===== src/rit_pkg.sv =====
// Package for the restart interlock and teach control block.
// Holds state encodings, timing figures and derived cycle counts at the 250 MHz system clock.
package rit_pkg;

	localparam int unsigned CLK_HZ = 250_000_000;

	// Press timing in milliseconds, as printed.
	localparam int unsigned RESET_MIN_MS   = 150;
	localparam int unsigned RESET_MAX_MS   = 4000;
	localparam int unsigned RESET_SHORT_MS = 30000;
	localparam int unsigned TEACH_WIN_MS   = 60000;

	// Every figure is an exact multiple of the cycles per millisecond; nothing is rounded.
	localparam longint unsigned CYC_PER_MS = CLK_HZ / 1000;
	localparam longint unsigned RESET_MIN_CYC   = RESET_MIN_MS * CYC_PER_MS;
	localparam longint unsigned RESET_MAX_CYC   = RESET_MAX_MS * CYC_PER_MS;
	localparam longint unsigned RESET_SHORT_CYC = RESET_SHORT_MS * CYC_PER_MS;
	localparam longint unsigned TEACH_WIN_CYC   = TEACH_WIN_MS * CYC_PER_MS;

	// Self test length in cycles; no figure is given, kept short.
	localparam longint unsigned SELF_TEST_CYC = 64'd1024;

	localparam int unsigned CNT_W = 40;

	// Seven-segment patterns, active high, segments g..a.
	localparam logic [6:0] SEG_BLANK = 7'h00;
	localparam logic [6:0] SEG_DASH  = 7'h40;
	localparam logic [6:0] SEG_ALIGN = 7'h49;

	typedef enum logic [4:0]
	{
		RIT_SELF_TEST = 5'h01,
		RIT_LOCKED    = 5'h02,
		RIT_ON        = 5'h04,
		RIT_FAULT     = 5'h08,
		RIT_TEACH     = 5'h10
	} rit_state_type;

endpackage


===== src/rit_restart_teach.sv =====
// Restart interlock, self test and blanking teach control of a light-curtain receiver.
// Assumes key inputs are synchronous and debounced; beam evaluation is done elsewhere.
`timescale 1ns/1ps
module rit_restart_teach
	import rit_pkg::*;
#(
	parameter int unsigned     BEAMS          = 16,
	parameter logic [6:0]      RESP_TIME_SEG  = 7'h5b,
	parameter longint unsigned RES_MIN_CYC    = RESET_MIN_CYC,
	parameter longint unsigned RES_MAX_CYC    = RESET_MAX_CYC,
	parameter longint unsigned RES_SHORT_CYC  = RESET_SHORT_CYC,
	parameter longint unsigned TEACH_CYC      = TEACH_WIN_CYC,
	parameter longint unsigned SELFTEST_CYC   = SELF_TEST_CYC
)
(
	input  wire logic             clk_sys,
	input  wire logic             sys_rst,
	input  wire logic [BEAMS-1:0] beam_blocked,
	input  wire logic             reset_button,
	input  wire logic             teach_key,
	input  wire logic             auto_restart,
	input  wire logic             align_mode,
	input  wire logic             self_test_fail,
	output logic                  safety_switching_output,
	output logic                  primary_status_green,
	output logic                  primary_status_red,
	output logic                  primary_status_flash,
	output logic                  restart_interlock_yellow,
	output logic [6:0]            segment_display,
	output logic                  segment_flash,
	output logic [BEAMS-1:0]      fixed_blank,
	output logic [BEAMS-1:0]      floating_blank,
	output logic                  fault
);

	rit_state_type        state;
	rit_state_type        next_state;
	logic [CNT_W-1:0]     st_cnt;
	logic [CNT_W-1:0]     teach_cnt;
	logic                 res_ok;
	logic                 res_stuck;
	logic                 teach_rel;
	logic                 teach_q;
	logic [BEAMS-1:0]     ever_blk;
	logic [BEAMS-1:0]     always_blk;
	logic [BEAMS-1:0]     ever_merged;
	logic [BEAMS-1:0]     fixed_merged;
	logic                 field_clear;

	assign field_clear = ~|(beam_blocked & ~fixed_blank & ~floating_blank);

	rit_press_timer
	#(
		.MIN_CYC  (RES_MIN_CYC),
		.MAX_CYC  (RES_MAX_CYC),
		.LONG_CYC (RES_SHORT_CYC)
	)
	u_reset_timer
	(
		.clk_sys       (clk_sys),
		.sys_rst       (sys_rst),
		.key           (reset_button),
		.valid_release (res_ok),
		.held_long     (res_stuck)
	);

	rit_blank_merge #(.BEAMS(BEAMS)) u_merge_float
	(
		.blanked (ever_blk),
		.merged  (ever_merged)
	);

	rit_blank_merge #(.BEAMS(BEAMS)) u_merge_fixed
	(
		.blanked (always_blk),
		.merged  (fixed_merged)
	);

	always_ff @(posedge clk_sys)
	begin
		if (sys_rst)
			teach_q <= 1'b0;
		else
			teach_q <= teach_key;
	end
	assign teach_rel = teach_q && !teach_key;

	always_ff @(posedge clk_sys)
	begin
		if (sys_rst || state != RIT_SELF_TEST)
			st_cnt <= '0;
		else
			st_cnt <= st_cnt + CNT_W'(1);
	end

	always_ff @(posedge clk_sys)
	begin
		if (sys_rst || state != RIT_TEACH)
			teach_cnt <= '0;
		else if (teach_cnt < CNT_W'(TEACH_CYC))
			teach_cnt <= teach_cnt + CNT_W'(1);
	end

	always_comb
	begin
		next_state = state;
		case (state)
			RIT_SELF_TEST:
			begin
				if (self_test_fail)
					next_state = RIT_FAULT;
				else if (st_cnt >= CNT_W'(SELFTEST_CYC))
					next_state = RIT_LOCKED;
			end
			RIT_LOCKED:
			begin
				if (res_stuck)
					next_state = RIT_FAULT;
				else if (teach_rel)
					next_state = RIT_TEACH;
				else if (field_clear && (auto_restart || res_ok))
					next_state = RIT_ON;
			end
			// A blocked beam that is not blanked drops the outputs; automatic restart brings them back.
			RIT_ON:
			begin
				if (res_stuck)
					next_state = RIT_FAULT;
				else if (!field_clear)
					next_state = RIT_LOCKED;
			end
			RIT_TEACH:
			begin
				if (teach_rel)
					next_state = RIT_LOCKED;
				else if (teach_cnt >= CNT_W'(TEACH_CYC))
					next_state = RIT_LOCKED;
			end
			RIT_FAULT:
				next_state = RIT_FAULT;
			default:
				next_state = RIT_FAULT;
		endcase
	end

	always_ff @(posedge clk_sys)
	begin
		if (sys_rst)
			state <= RIT_SELF_TEST;
		else
			state <= next_state;
	end

	// Teach capture: union and intersection of blocked beams over the window.
	always_ff @(posedge clk_sys)
	begin
		if (sys_rst)
		begin
			ever_blk   <= '0;
			always_blk <= '0;
		end
		else if (state != RIT_TEACH)
		begin
			ever_blk   <= '0;
			always_blk <= '1;
		end
		else if (teach_cnt < CNT_W'(TEACH_CYC))
		begin
			ever_blk   <= ever_blk | beam_blocked;
			always_blk <= always_blk & beam_blocked;
		end
	end

	// Stored configuration changes only on an accepted teach or a system reset, which clears it; a timeout keeps it.
	always_ff @(posedge clk_sys)
	begin
		if (sys_rst)
		begin
			fixed_blank    <= '0;
			floating_blank <= '0;
		end
		else if (state == RIT_TEACH && teach_rel && teach_cnt < CNT_W'(TEACH_CYC))
		begin
			fixed_blank    <= fixed_merged & always_blk;
			floating_blank <= ever_merged & ~always_blk;
		end
	end

	always_ff @(posedge clk_sys)
	begin
		if (sys_rst)
		begin
			safety_switching_output  <= 1'b0;
			primary_status_green     <= 1'b0;
			primary_status_red       <= 1'b0;
			primary_status_flash     <= 1'b0;
			restart_interlock_yellow <= 1'b0;
			fault                    <= 1'b0;
		end
		else
		begin
			safety_switching_output  <= next_state == RIT_ON;
			primary_status_green     <= next_state == RIT_ON;
			primary_status_red       <= next_state != RIT_ON
				&& next_state != RIT_SELF_TEST;
			primary_status_flash     <= align_mode && next_state != RIT_FAULT;
			restart_interlock_yellow <= next_state == RIT_LOCKED && field_clear;
			fault                    <= next_state == RIT_FAULT;
		end
	end

	always_ff @(posedge clk_sys)
	begin
		if (sys_rst)
		begin
			segment_display <= SEG_BLANK;
			segment_flash   <= 1'b0;
		end
		else if (next_state == RIT_SELF_TEST)
		begin
			segment_display <= SEG_DASH;
			segment_flash   <= 1'b0;
		end
		else if (align_mode)
		begin
			segment_display <= SEG_ALIGN;
			segment_flash   <= 1'b1;
		end
		else
		begin
			segment_display <= RESP_TIME_SEG;
			segment_flash   <= 1'b0;
		end
	end

	chk_restart_needs_release: assert property (@(posedge clk_sys) disable iff (sys_rst)
		(state == RIT_LOCKED && !auto_restart && !res_ok && next_state == RIT_ON) |-> 1'b0)
		else $error("restart without valid release");

	chk_stuck_to_fault: assert property (@(posedge clk_sys) disable iff (sys_rst)
		(state == RIT_LOCKED && res_stuck) |=> fault)
		else $error("stuck reset did not fault");

	chk_red_when_off: assert property (@(posedge clk_sys) disable iff (sys_rst)
		(state == RIT_LOCKED) |=> (primary_status_red || state == RIT_ON))
		else $error("red not lit while locked");

	chk_output_matches_on: assert property (@(posedge clk_sys) disable iff (sys_rst)
		safety_switching_output |-> (state == RIT_ON))
		else $error("output on outside ON state");

	chk_teach_timeout: assert property (@(posedge clk_sys) disable iff (sys_rst)
		(state == RIT_TEACH && teach_cnt >= CNT_W'(TEACH_CYC)) |=> state == RIT_LOCKED)
		else $error("teach did not abort");

	chk_timeout_keeps: assert property (@(posedge clk_sys) disable iff (sys_rst)
		(state == RIT_TEACH && !teach_rel) |=> $stable(fixed_blank) && $stable(floating_blank))
		else $error("config changed without accept");

	chk_yellow_ready: assert property (@(posedge clk_sys) disable iff (sys_rst)
		restart_interlock_yellow |-> primary_status_red && !safety_switching_output)
		else $error("yellow without lock");

	chk_align_flash: assert property (@(posedge clk_sys) disable iff (sys_rst)
		(align_mode && state != RIT_SELF_TEST && next_state != RIT_SELF_TEST) |=> segment_flash)
		else $error("align without flash");

	chk_auto_restart_on: assert property (@(posedge clk_sys) disable iff (sys_rst)
		(state == RIT_LOCKED && auto_restart && field_clear && !res_stuck && !teach_rel)
		|=> safety_switching_output)
		else $error("automatic restart did not switch on");

	chk_green_steady_on: assert property (@(posedge clk_sys) disable iff (sys_rst)
		(state == RIT_ON) |-> (primary_status_green && !primary_status_red))
		else $error("status colour not steady in ON");

	chk_blank_disjoint: assert property (@(posedge clk_sys) disable iff (sys_rst)
		(fixed_blank & floating_blank) == '0)
		else $error("beam both fixed and floating");

	chk_fault_sticky: assert property (@(posedge clk_sys) disable iff (sys_rst)
		fault |=> fault)
		else $error("fault cleared without reset");

endmodule // rit_restart_teach


===== src/rit_press_timer.sv =====
// Press timer: measures how long an active-high key input stays pressed.
// Assumes the key input is already synchronous and debounced.
`timescale 1ns/1ps
module rit_press_timer
	import rit_pkg::*;
#(
	parameter longint unsigned MIN_CYC  = RESET_MIN_CYC,
	parameter longint unsigned MAX_CYC  = RESET_MAX_CYC,
	parameter longint unsigned LONG_CYC = RESET_SHORT_CYC
)
(
	input  wire logic clk_sys,
	input  wire logic sys_rst,
	input  wire logic key,
	output logic      valid_release,
	output logic      held_long
);

	logic             key_q;
	logic [CNT_W-1:0] hold_cnt;

	always_ff @(posedge clk_sys)
	begin
		if (sys_rst)
			key_q <= 1'b0;
		else
			key_q <= key;
	end

	// The counter saturates so a stuck key never wraps into a valid window.
	always_ff @(posedge clk_sys)
	begin
		if (sys_rst || !key)
			hold_cnt <= '0;
		else if (hold_cnt < CNT_W'(LONG_CYC))
			hold_cnt <= hold_cnt + CNT_W'(1);
	end

	// A release counts only inside the window; shorter or longer presses vanish.
	always_ff @(posedge clk_sys)
	begin
		if (sys_rst)
			valid_release <= 1'b0;
		else
			valid_release <= key_q && !key && hold_cnt >= CNT_W'(MIN_CYC)
				&& hold_cnt <= CNT_W'(MAX_CYC);
	end

	always_ff @(posedge clk_sys)
	begin
		if (sys_rst)
			held_long <= 1'b0;
		else
			held_long <= key && hold_cnt >= CNT_W'(LONG_CYC);
	end

endmodule // rit_press_timer


===== src/rit_blank_merge.sv =====
// Blanking merge: passes the blanked beams through unchanged; adjacent blanked beams already form one area.
// Two areas stay apart only where at least one unblanked beam lies between them.
`timescale 1ns/1ps
module rit_blank_merge
	import rit_pkg::*;
#(
	parameter int unsigned BEAMS = 16
)
(
	input  wire logic [BEAMS-1:0] blanked,
	output logic      [BEAMS-1:0] merged
);

	// Areas are sets of beams, so any unblanked beam already separates them.
	// Merging therefore keeps every blanked beam and never bridges a clear one.
	always_comb
	begin
		merged = blanked;
	end

endmodule // rit_blank_merge


===== config.mk =====
export PLATFORM = sky130hd
export DESIGN_NAME = rit_restart_teach
export DESIGN_NICKNAME = d
export VERILOG_FILES = /design/src/rit_pkg.sv /design/src/rit_restart_teach.sv /design/src/rit_press_timer.sv /design/src/rit_blank_merge.sv
export SDC_FILE = /design/constraint.sdc
export NUM_CORES = 1
export LEC_CHECK = 0
export BUFFER_PORTS_ARGS = -buffer_cell sky130_fd_sc_hd__buf_2
export CORE_ASPECT_RATIO = 0.5
export CORE_MARGIN = 1.5
export CORE_UTILIZATION = 23
export CTS_BUF_LIST = sky130_fd_sc_hd__clkbuf_8
export DETAILED_ROUTE_END_ITERATION = 10
export PLACE_DENSITY = 0.35
export SLEW_MARGIN = 10
export SYNTH_ARGS = -nofsm -noshare
export SYNTH_HDL_FRONTEND = slang
export SYNTH_HIERARCHICAL = 1
export SYNTH_SLANG_ARGS = --single-unit

===== constraint.sdc =====
create_clock -name clk_sys -period 2.3 [get_ports clk_sys]
set_input_delay 0.345 -clock clk_sys [delete_from_list [all_inputs] [get_ports clk_sys]]
set_output_delay 0.345 -clock clk_sys [all_outputs]
set_load 0.05 [all_outputs]

# Word-level counts from Yosys, hierarchy flattened
# Cells that the tools add are included.
[op_classes]
n_addsub = 3
n_lt_le_gt_ge = 7
n_eq_ne = 13
muxes = 14
n_bitwise = 9
reduce_logical = 22
[op_table]
columns = ["operator", "count"]
rows = [
  ["$add A40 B1 Y40 const B", 3],
  ["$and A16 B16 Y16", 5],
  ["$mux W5", 10],
  ["$not A16 Y16", 3],
  ["$ge A40 B11 Y1 const B", 1],
  ["$ge A40 B26 Y1 const B", 1],
  ["$ge A40 B33 Y1 const B", 1],
  ["$ge A40 B34 Y1 const B", 1],
  ["$le A40 B30 Y1 const B", 1],
  ["$lt A40 B33 Y1 const B", 1],
  ["$lt A40 B34 Y1 const B", 1],
  ["$mux W16", 2],
  ["$pmux W5 S4", 1],
  ["$or A16 B16 Y16", 1],
  ["$reduce_or A16 Y1", 1],
  ["$logic_and A1 B1 Y1", 11],
  ["$eq A5 B1 Y1 const B", 2],
  ["$eq A5 B2 Y1 const B", 2],
  ["$eq A5 B3 Y1 const B", 2],
  ["$ne A5 B1 Y1 const B", 2],
  ["$eq A5 B4 Y1 const B", 1],
  ["$eq A5 B5 Y1 const B", 1],
  ["$ne A5 B3 Y1 const B", 1],
  ["$ne A5 B4 Y1 const B", 1],
  ["other kinds (6)", 12],
]
[word_totals]
regBits = 206
inputBits = 23
wordCells = 88

# Longest topological paths before layout
[logic_depth]
depth_word = 12
depth_mapped = 9
ltp_nobuf = 7

# Hierarchy
# The synthesis kept the hierarchy.
[by_module_without_submodules]
columns = ["module", "n_inst", "cells_per_inst", "area_per_inst_um2"]
rows = [
  ["rit_restart_teach", 1, 795, 6856.6],
  ["rit_press_timer", 1, 299, 2384.8],
  ["rit_blank_merge", 2, 16, 120.1],
]

# Worst setup path before layout
# OpenSTA, ideal clock, no wires.
[synth_timing]
path_type = "reg-to-reg"
start = "reg teach_cnt[37]"
end = "reg teach_cnt[13]"
arrival_time_ns = 1.955
required_time_ns = 2.170
slack_ns = 0.215
path_stages_with_launch = 9
period_less_slack_ns = 2.085
cell_sequence = "dfxtp_1 -> or4_4 -> nor3_4 -> o21a_1 -> o21ai_2 -> buf_4 -> buf_6 -> o41ai_1 -> a21oi_1"
[synth_via]
elab_chain_len = 1
[synth_rtl]
columns = ["item", "line_no", "text"]
rows = [
  ["from (decl)", "rit_restart_teach.sv:39", "logic [CNT_W-1:0] teach_cnt;"],
  ["from (signal assigned)", "rit_restart_teach.sv:101", "teach_cnt <= teach_cnt + CNT_W'(1);"],
  ["$lt A40 B34 Y1", "rit_restart_teach.sv:100", "else if (teach_cnt < CNT_W'(TEACH_CYC))"],
]
# Every way passes these cells.
# A chain may end at the register's enable or synchronous reset.

# Worst setup path in the final report
[layout_timing]
start = "reg teach_cnt[37]"
end = "reg teach_cnt[10]"
# The elaborated chain is that of the path after synthesis.

==> impl_metrics.env <==
export IMPL_total_leakage_power_nw=3.93
export IMPL_pin_count=69
export IMPL_finalCriticalPeriod_ns=2.20
export IMPL_timing_rr_end="teach_cnt[10]"
export IMPL_synth_top_area_share_pct=42.6
export IMPL_syn_instance_count=1126
export IMPL_seqPwrFrac_pct=49.2
export IMPL_start_util_pct=23.4
export IMPL_ir_drop_mv=0.284
export IMPL_cts_root_buf="clkbuf_8"
export IMPL_combPwrFrac_pct=3.3
export IMPL_grt_max_degree=54
export IMPL_gp_congestion=0.745
export IMPL_p_sw_mw=1.75
export IMPL_tritoncts="yes"
export IMPL_num_nets_final=1219
export IMPL_switching_share_pct=24.2
export IMPL_rrSetupSlack_ns=0.1
export IMPL_required_ns=2.76
export IMPL_finalClockSkew_ns=0.0291
export IMPL_reg2regPathDepth=7
export IMPL_post_cts_buffers=0
export IMPL_clock_latency_ns=0.55
export IMPL_via_per_inst=4.70
export IMPL_power_frac_clock_pct=47.5
export IMPL_num_rows=52
export IMPL_fin_setup_tns_ns=0
export IMPL_power_mw=7.22
export IMPL_arrival_ns=2.66
export IMPL_syn_avg_cell_area_um2=8.42
export IMPL_port_buffers=66
export IMPL_postSynth_asyncResetShare_pct=0
export IMPL_worst_pin_slew_ns=0.616
export IMPL_grt_antenna_before_repair=2
export IMPL_worstSetupPathType="reg2reg"
export IMPL_end_kind="register"
export IMPL_rr_startpoint="teach_cnt[37]"
export IMPL_dieArea_um2=42500
export IMPL_clk_path_buf_depth=3
export IMPL_layout_commonest_cell="dfxtp_1"
export IMPL_grt_pass1_vias=7948
export IMPL_die_w_um=290
export IMPL_post_route_period_util_pct=95.7
export IMPL_clock_fmax_mhz=454
export IMPL_crit_end="teach_cnt[10]"
export IMPL_vias=8246
export IMPL_crit_fanout=26
export IMPL_cts_htree_levels=2
export IMPL_first_iter_violations=416
export IMPL_drtPass1Iterations=5
export IMPL_clock_sinks=202
export IMPL_slowest_delay_ns=0.54
export IMPL_die_h_um=147
export IMPL_relSlewSlack_pct=58.9
export IMPL_cp_startpoint="teach_cnt[37]"
export IMPL_status="finished, final reports clean"
export IMPL_cap_violations=0
export IMPL_crit_path_frequent_cell="or4_4"
export IMPL_synth_seq_area_share_pct=42.6
export IMPL_num_fill_cells=4356
export IMPL_ys_flop_type="dfxtp_1"
export IMPL_dp_hpwl_um=18200
export IMPL_fin_cells=1754
export IMPL_core_area_um2=40500
export IMPL_drv_slew=0
export IMPL_layout_common_cells="202 x dfxtp_1, 113 x a21oi_1, 105 x nand2_1, 100 x nor2_1, 66 x buf_2"
export IMPL_placed_area_um2=10400
export IMPL_yosysTopAreaCell="dfxtp_1"
export IMPL_ys_ff_latch=202
export IMPL_internal_power_mw=5.48
export IMPL_synth_area_um2=9480
export IMPL_dp_cells=1691
export IMPL_postLayoutSetupSlackWorst_ns=0.0995
export IMPL_dp_slack_ns=-0.0894
export IMPL_power_per_cell_area_nw_per_um2=647
export IMPL_startpoint_type="register"
export IMPL_rsz0062_at_grt="yes"
export IMPL_yosysWarnings=6
export IMPL_utilization_pct=27.6
export IMPL_design_area_um2=11200
export IMPL_drive_above_1_share_pct=17.8
export IMPL_wirelength_um=26500
export IMPL_critPathSlowestCell="or4_4"
export IMPL_timing_hold_ws_ns=0.0635
export IMPL_synth_edf_count=0
export IMPL_path_cells="or4_4 > nor3_4 > o21a_1 > o21ai_2 > buf_12 > or4_4 > a21oi_2"
export IMPL_ant_nets=0
export IMPL_drc=0
export IMPL_grt_pass1_wl_um=42900
export IMPL_path_clk_slew_ns=0.06
export IMPL_cts_made_buffers=36
export IMPL_post_drt_wl_per_cell_um=15.1
export IMPL_grt_ovfl_total=0
export IMPL_setup_violations=0
export IMPL_timing_hold_violations_final=0
export IMPL_syn2layout_area_growth_pct=17.8
export IMPL_ys_types=69
export IMPL_hold_path_class="in2reg"
export IMPL_synthTopCellsByArea="dfxtp_1 43%, a21oi_1 6.1%, nand2_1 4.2%"
export IMPL_grtUsageTotal_pct=12.3
==> final cells by class <==
cell class / count / area [µm²] / share of cell area (%)
diodes: 1 / 2.50 / 0.0224
clock buffers: 45 / 619 / 5.54
flip-flops and latches: 202 / 4040 / 36.2
well taps: 540 / 676 / 6.05
inverters: 21 / 78.8 / 0.705
multi-input cells: 805 / 4810 / 43.1
clock inverters: 16 / 95.1 / 0.851
repair buffers: 124 / 843 / 7.55
==> worst min path at each step <==
| stage | from | end | cells past startpoint |
|---|---|---|---|
| after floorplan | align_mode | segment_display[1] | 1 |
| after global routing | beam_blocked[12] | ever_blk[12] | 3 |
| final | beam_blocked[12] | ever_blk[12] | 3 |
| after global placement | u_reset_timer/hold_cnt[34] | u_reset_timer/hold_cnt[34] | 1 |
| after detailed placement | teach_cnt[33] | teach_cnt[33] | 2 |
| after CTS | beam_blocked[12] | ever_blk[12] | 3 |
==> metal layers <==
layer | track usage (%) | up-vias | share of wire (%)
met1 | 16.7 | 3944 | 50
li1 | - | 4158 | -
met4 | 3.42 | 0 | 1.9
met3 | 2.51 | 49 | 3.3
met5 | 0 | - | 0
met2 | 19.7 | 95 | 45
==> cells in the mapped netlist, types with 21 or more instances <==
library cell and count:
a21oi_1 115, and3_1 23, buf_4 39, clkbuf_1 34, dfxtp_1 202, inv_1 21, nand2_1 105, nand3_1 61
nand4_1 51, nor2_1 101, nor4_1 26, o21ai_0 46, or3_1 27, xor2_1 26
==> cell families (layout without fill, tap and decap cells) <==
logic type,count (synthesis),count (layout),share of synthesized area (%)
simple gates,522,522,30.0
flops,202,202,42.6
mux,3,3,0.317
fa+ha+maj,6,6,0.792
buf+inv,120,206,7.23
compound gates,229,229,15.0
xor+xnor,43,43,3.97
other cells,1,3,0.0396
==> state kept, by name (all words and copies together) (netlist names), 3 cells and up <==
| register | cells |
|---|---|
| segment_display | 3 |
| fixed_blank | 16 |
| st_cnt | 40 |
| always_blk | 16 |
| u_reset_timer/hold_cnt | 40 |
| ever_blk | 16 |
| floating_blank | 16 |
| teach_cnt | 40 |
| state | 5 |
==> power by group through the flow <==
stage | Clock [mW] | Combinational (mW) | Sequential [mW]
after CTS | 3.60 | 0.243 | 3.56
final | 3.43 | 0.240 | 3.56
after floorplan | 0 | 0.149 | 3.66
after global placement | 0 | 0.240 | 3.63
after detailed placement | 0 | 0.241 | 3.63
after global routing | 3.74 | 0.263 | 3.56
==> critical path, delay by kind of cell, from the launching register on <==
| family | cells | cell delay [ns] |
|---|---|---|
| buffers and inverters | 1 | 0.17 |
| flip-flops | 1 | 0.30 |
| AO/OA/AOI/OAI | 3 | 0.45 |
| AND/OR/NAND/NOR | 3 | 1.20 |
==> timing repair <==
action                                 4_1_cts  5_1_grt
gates resized for setup                      0       10
setup endpoints to repair                    0       17
endpoints found under the hold margin        1        0
hold buffers                                 1        0
No activity file was read; power rests on OpenSTA's default activity.
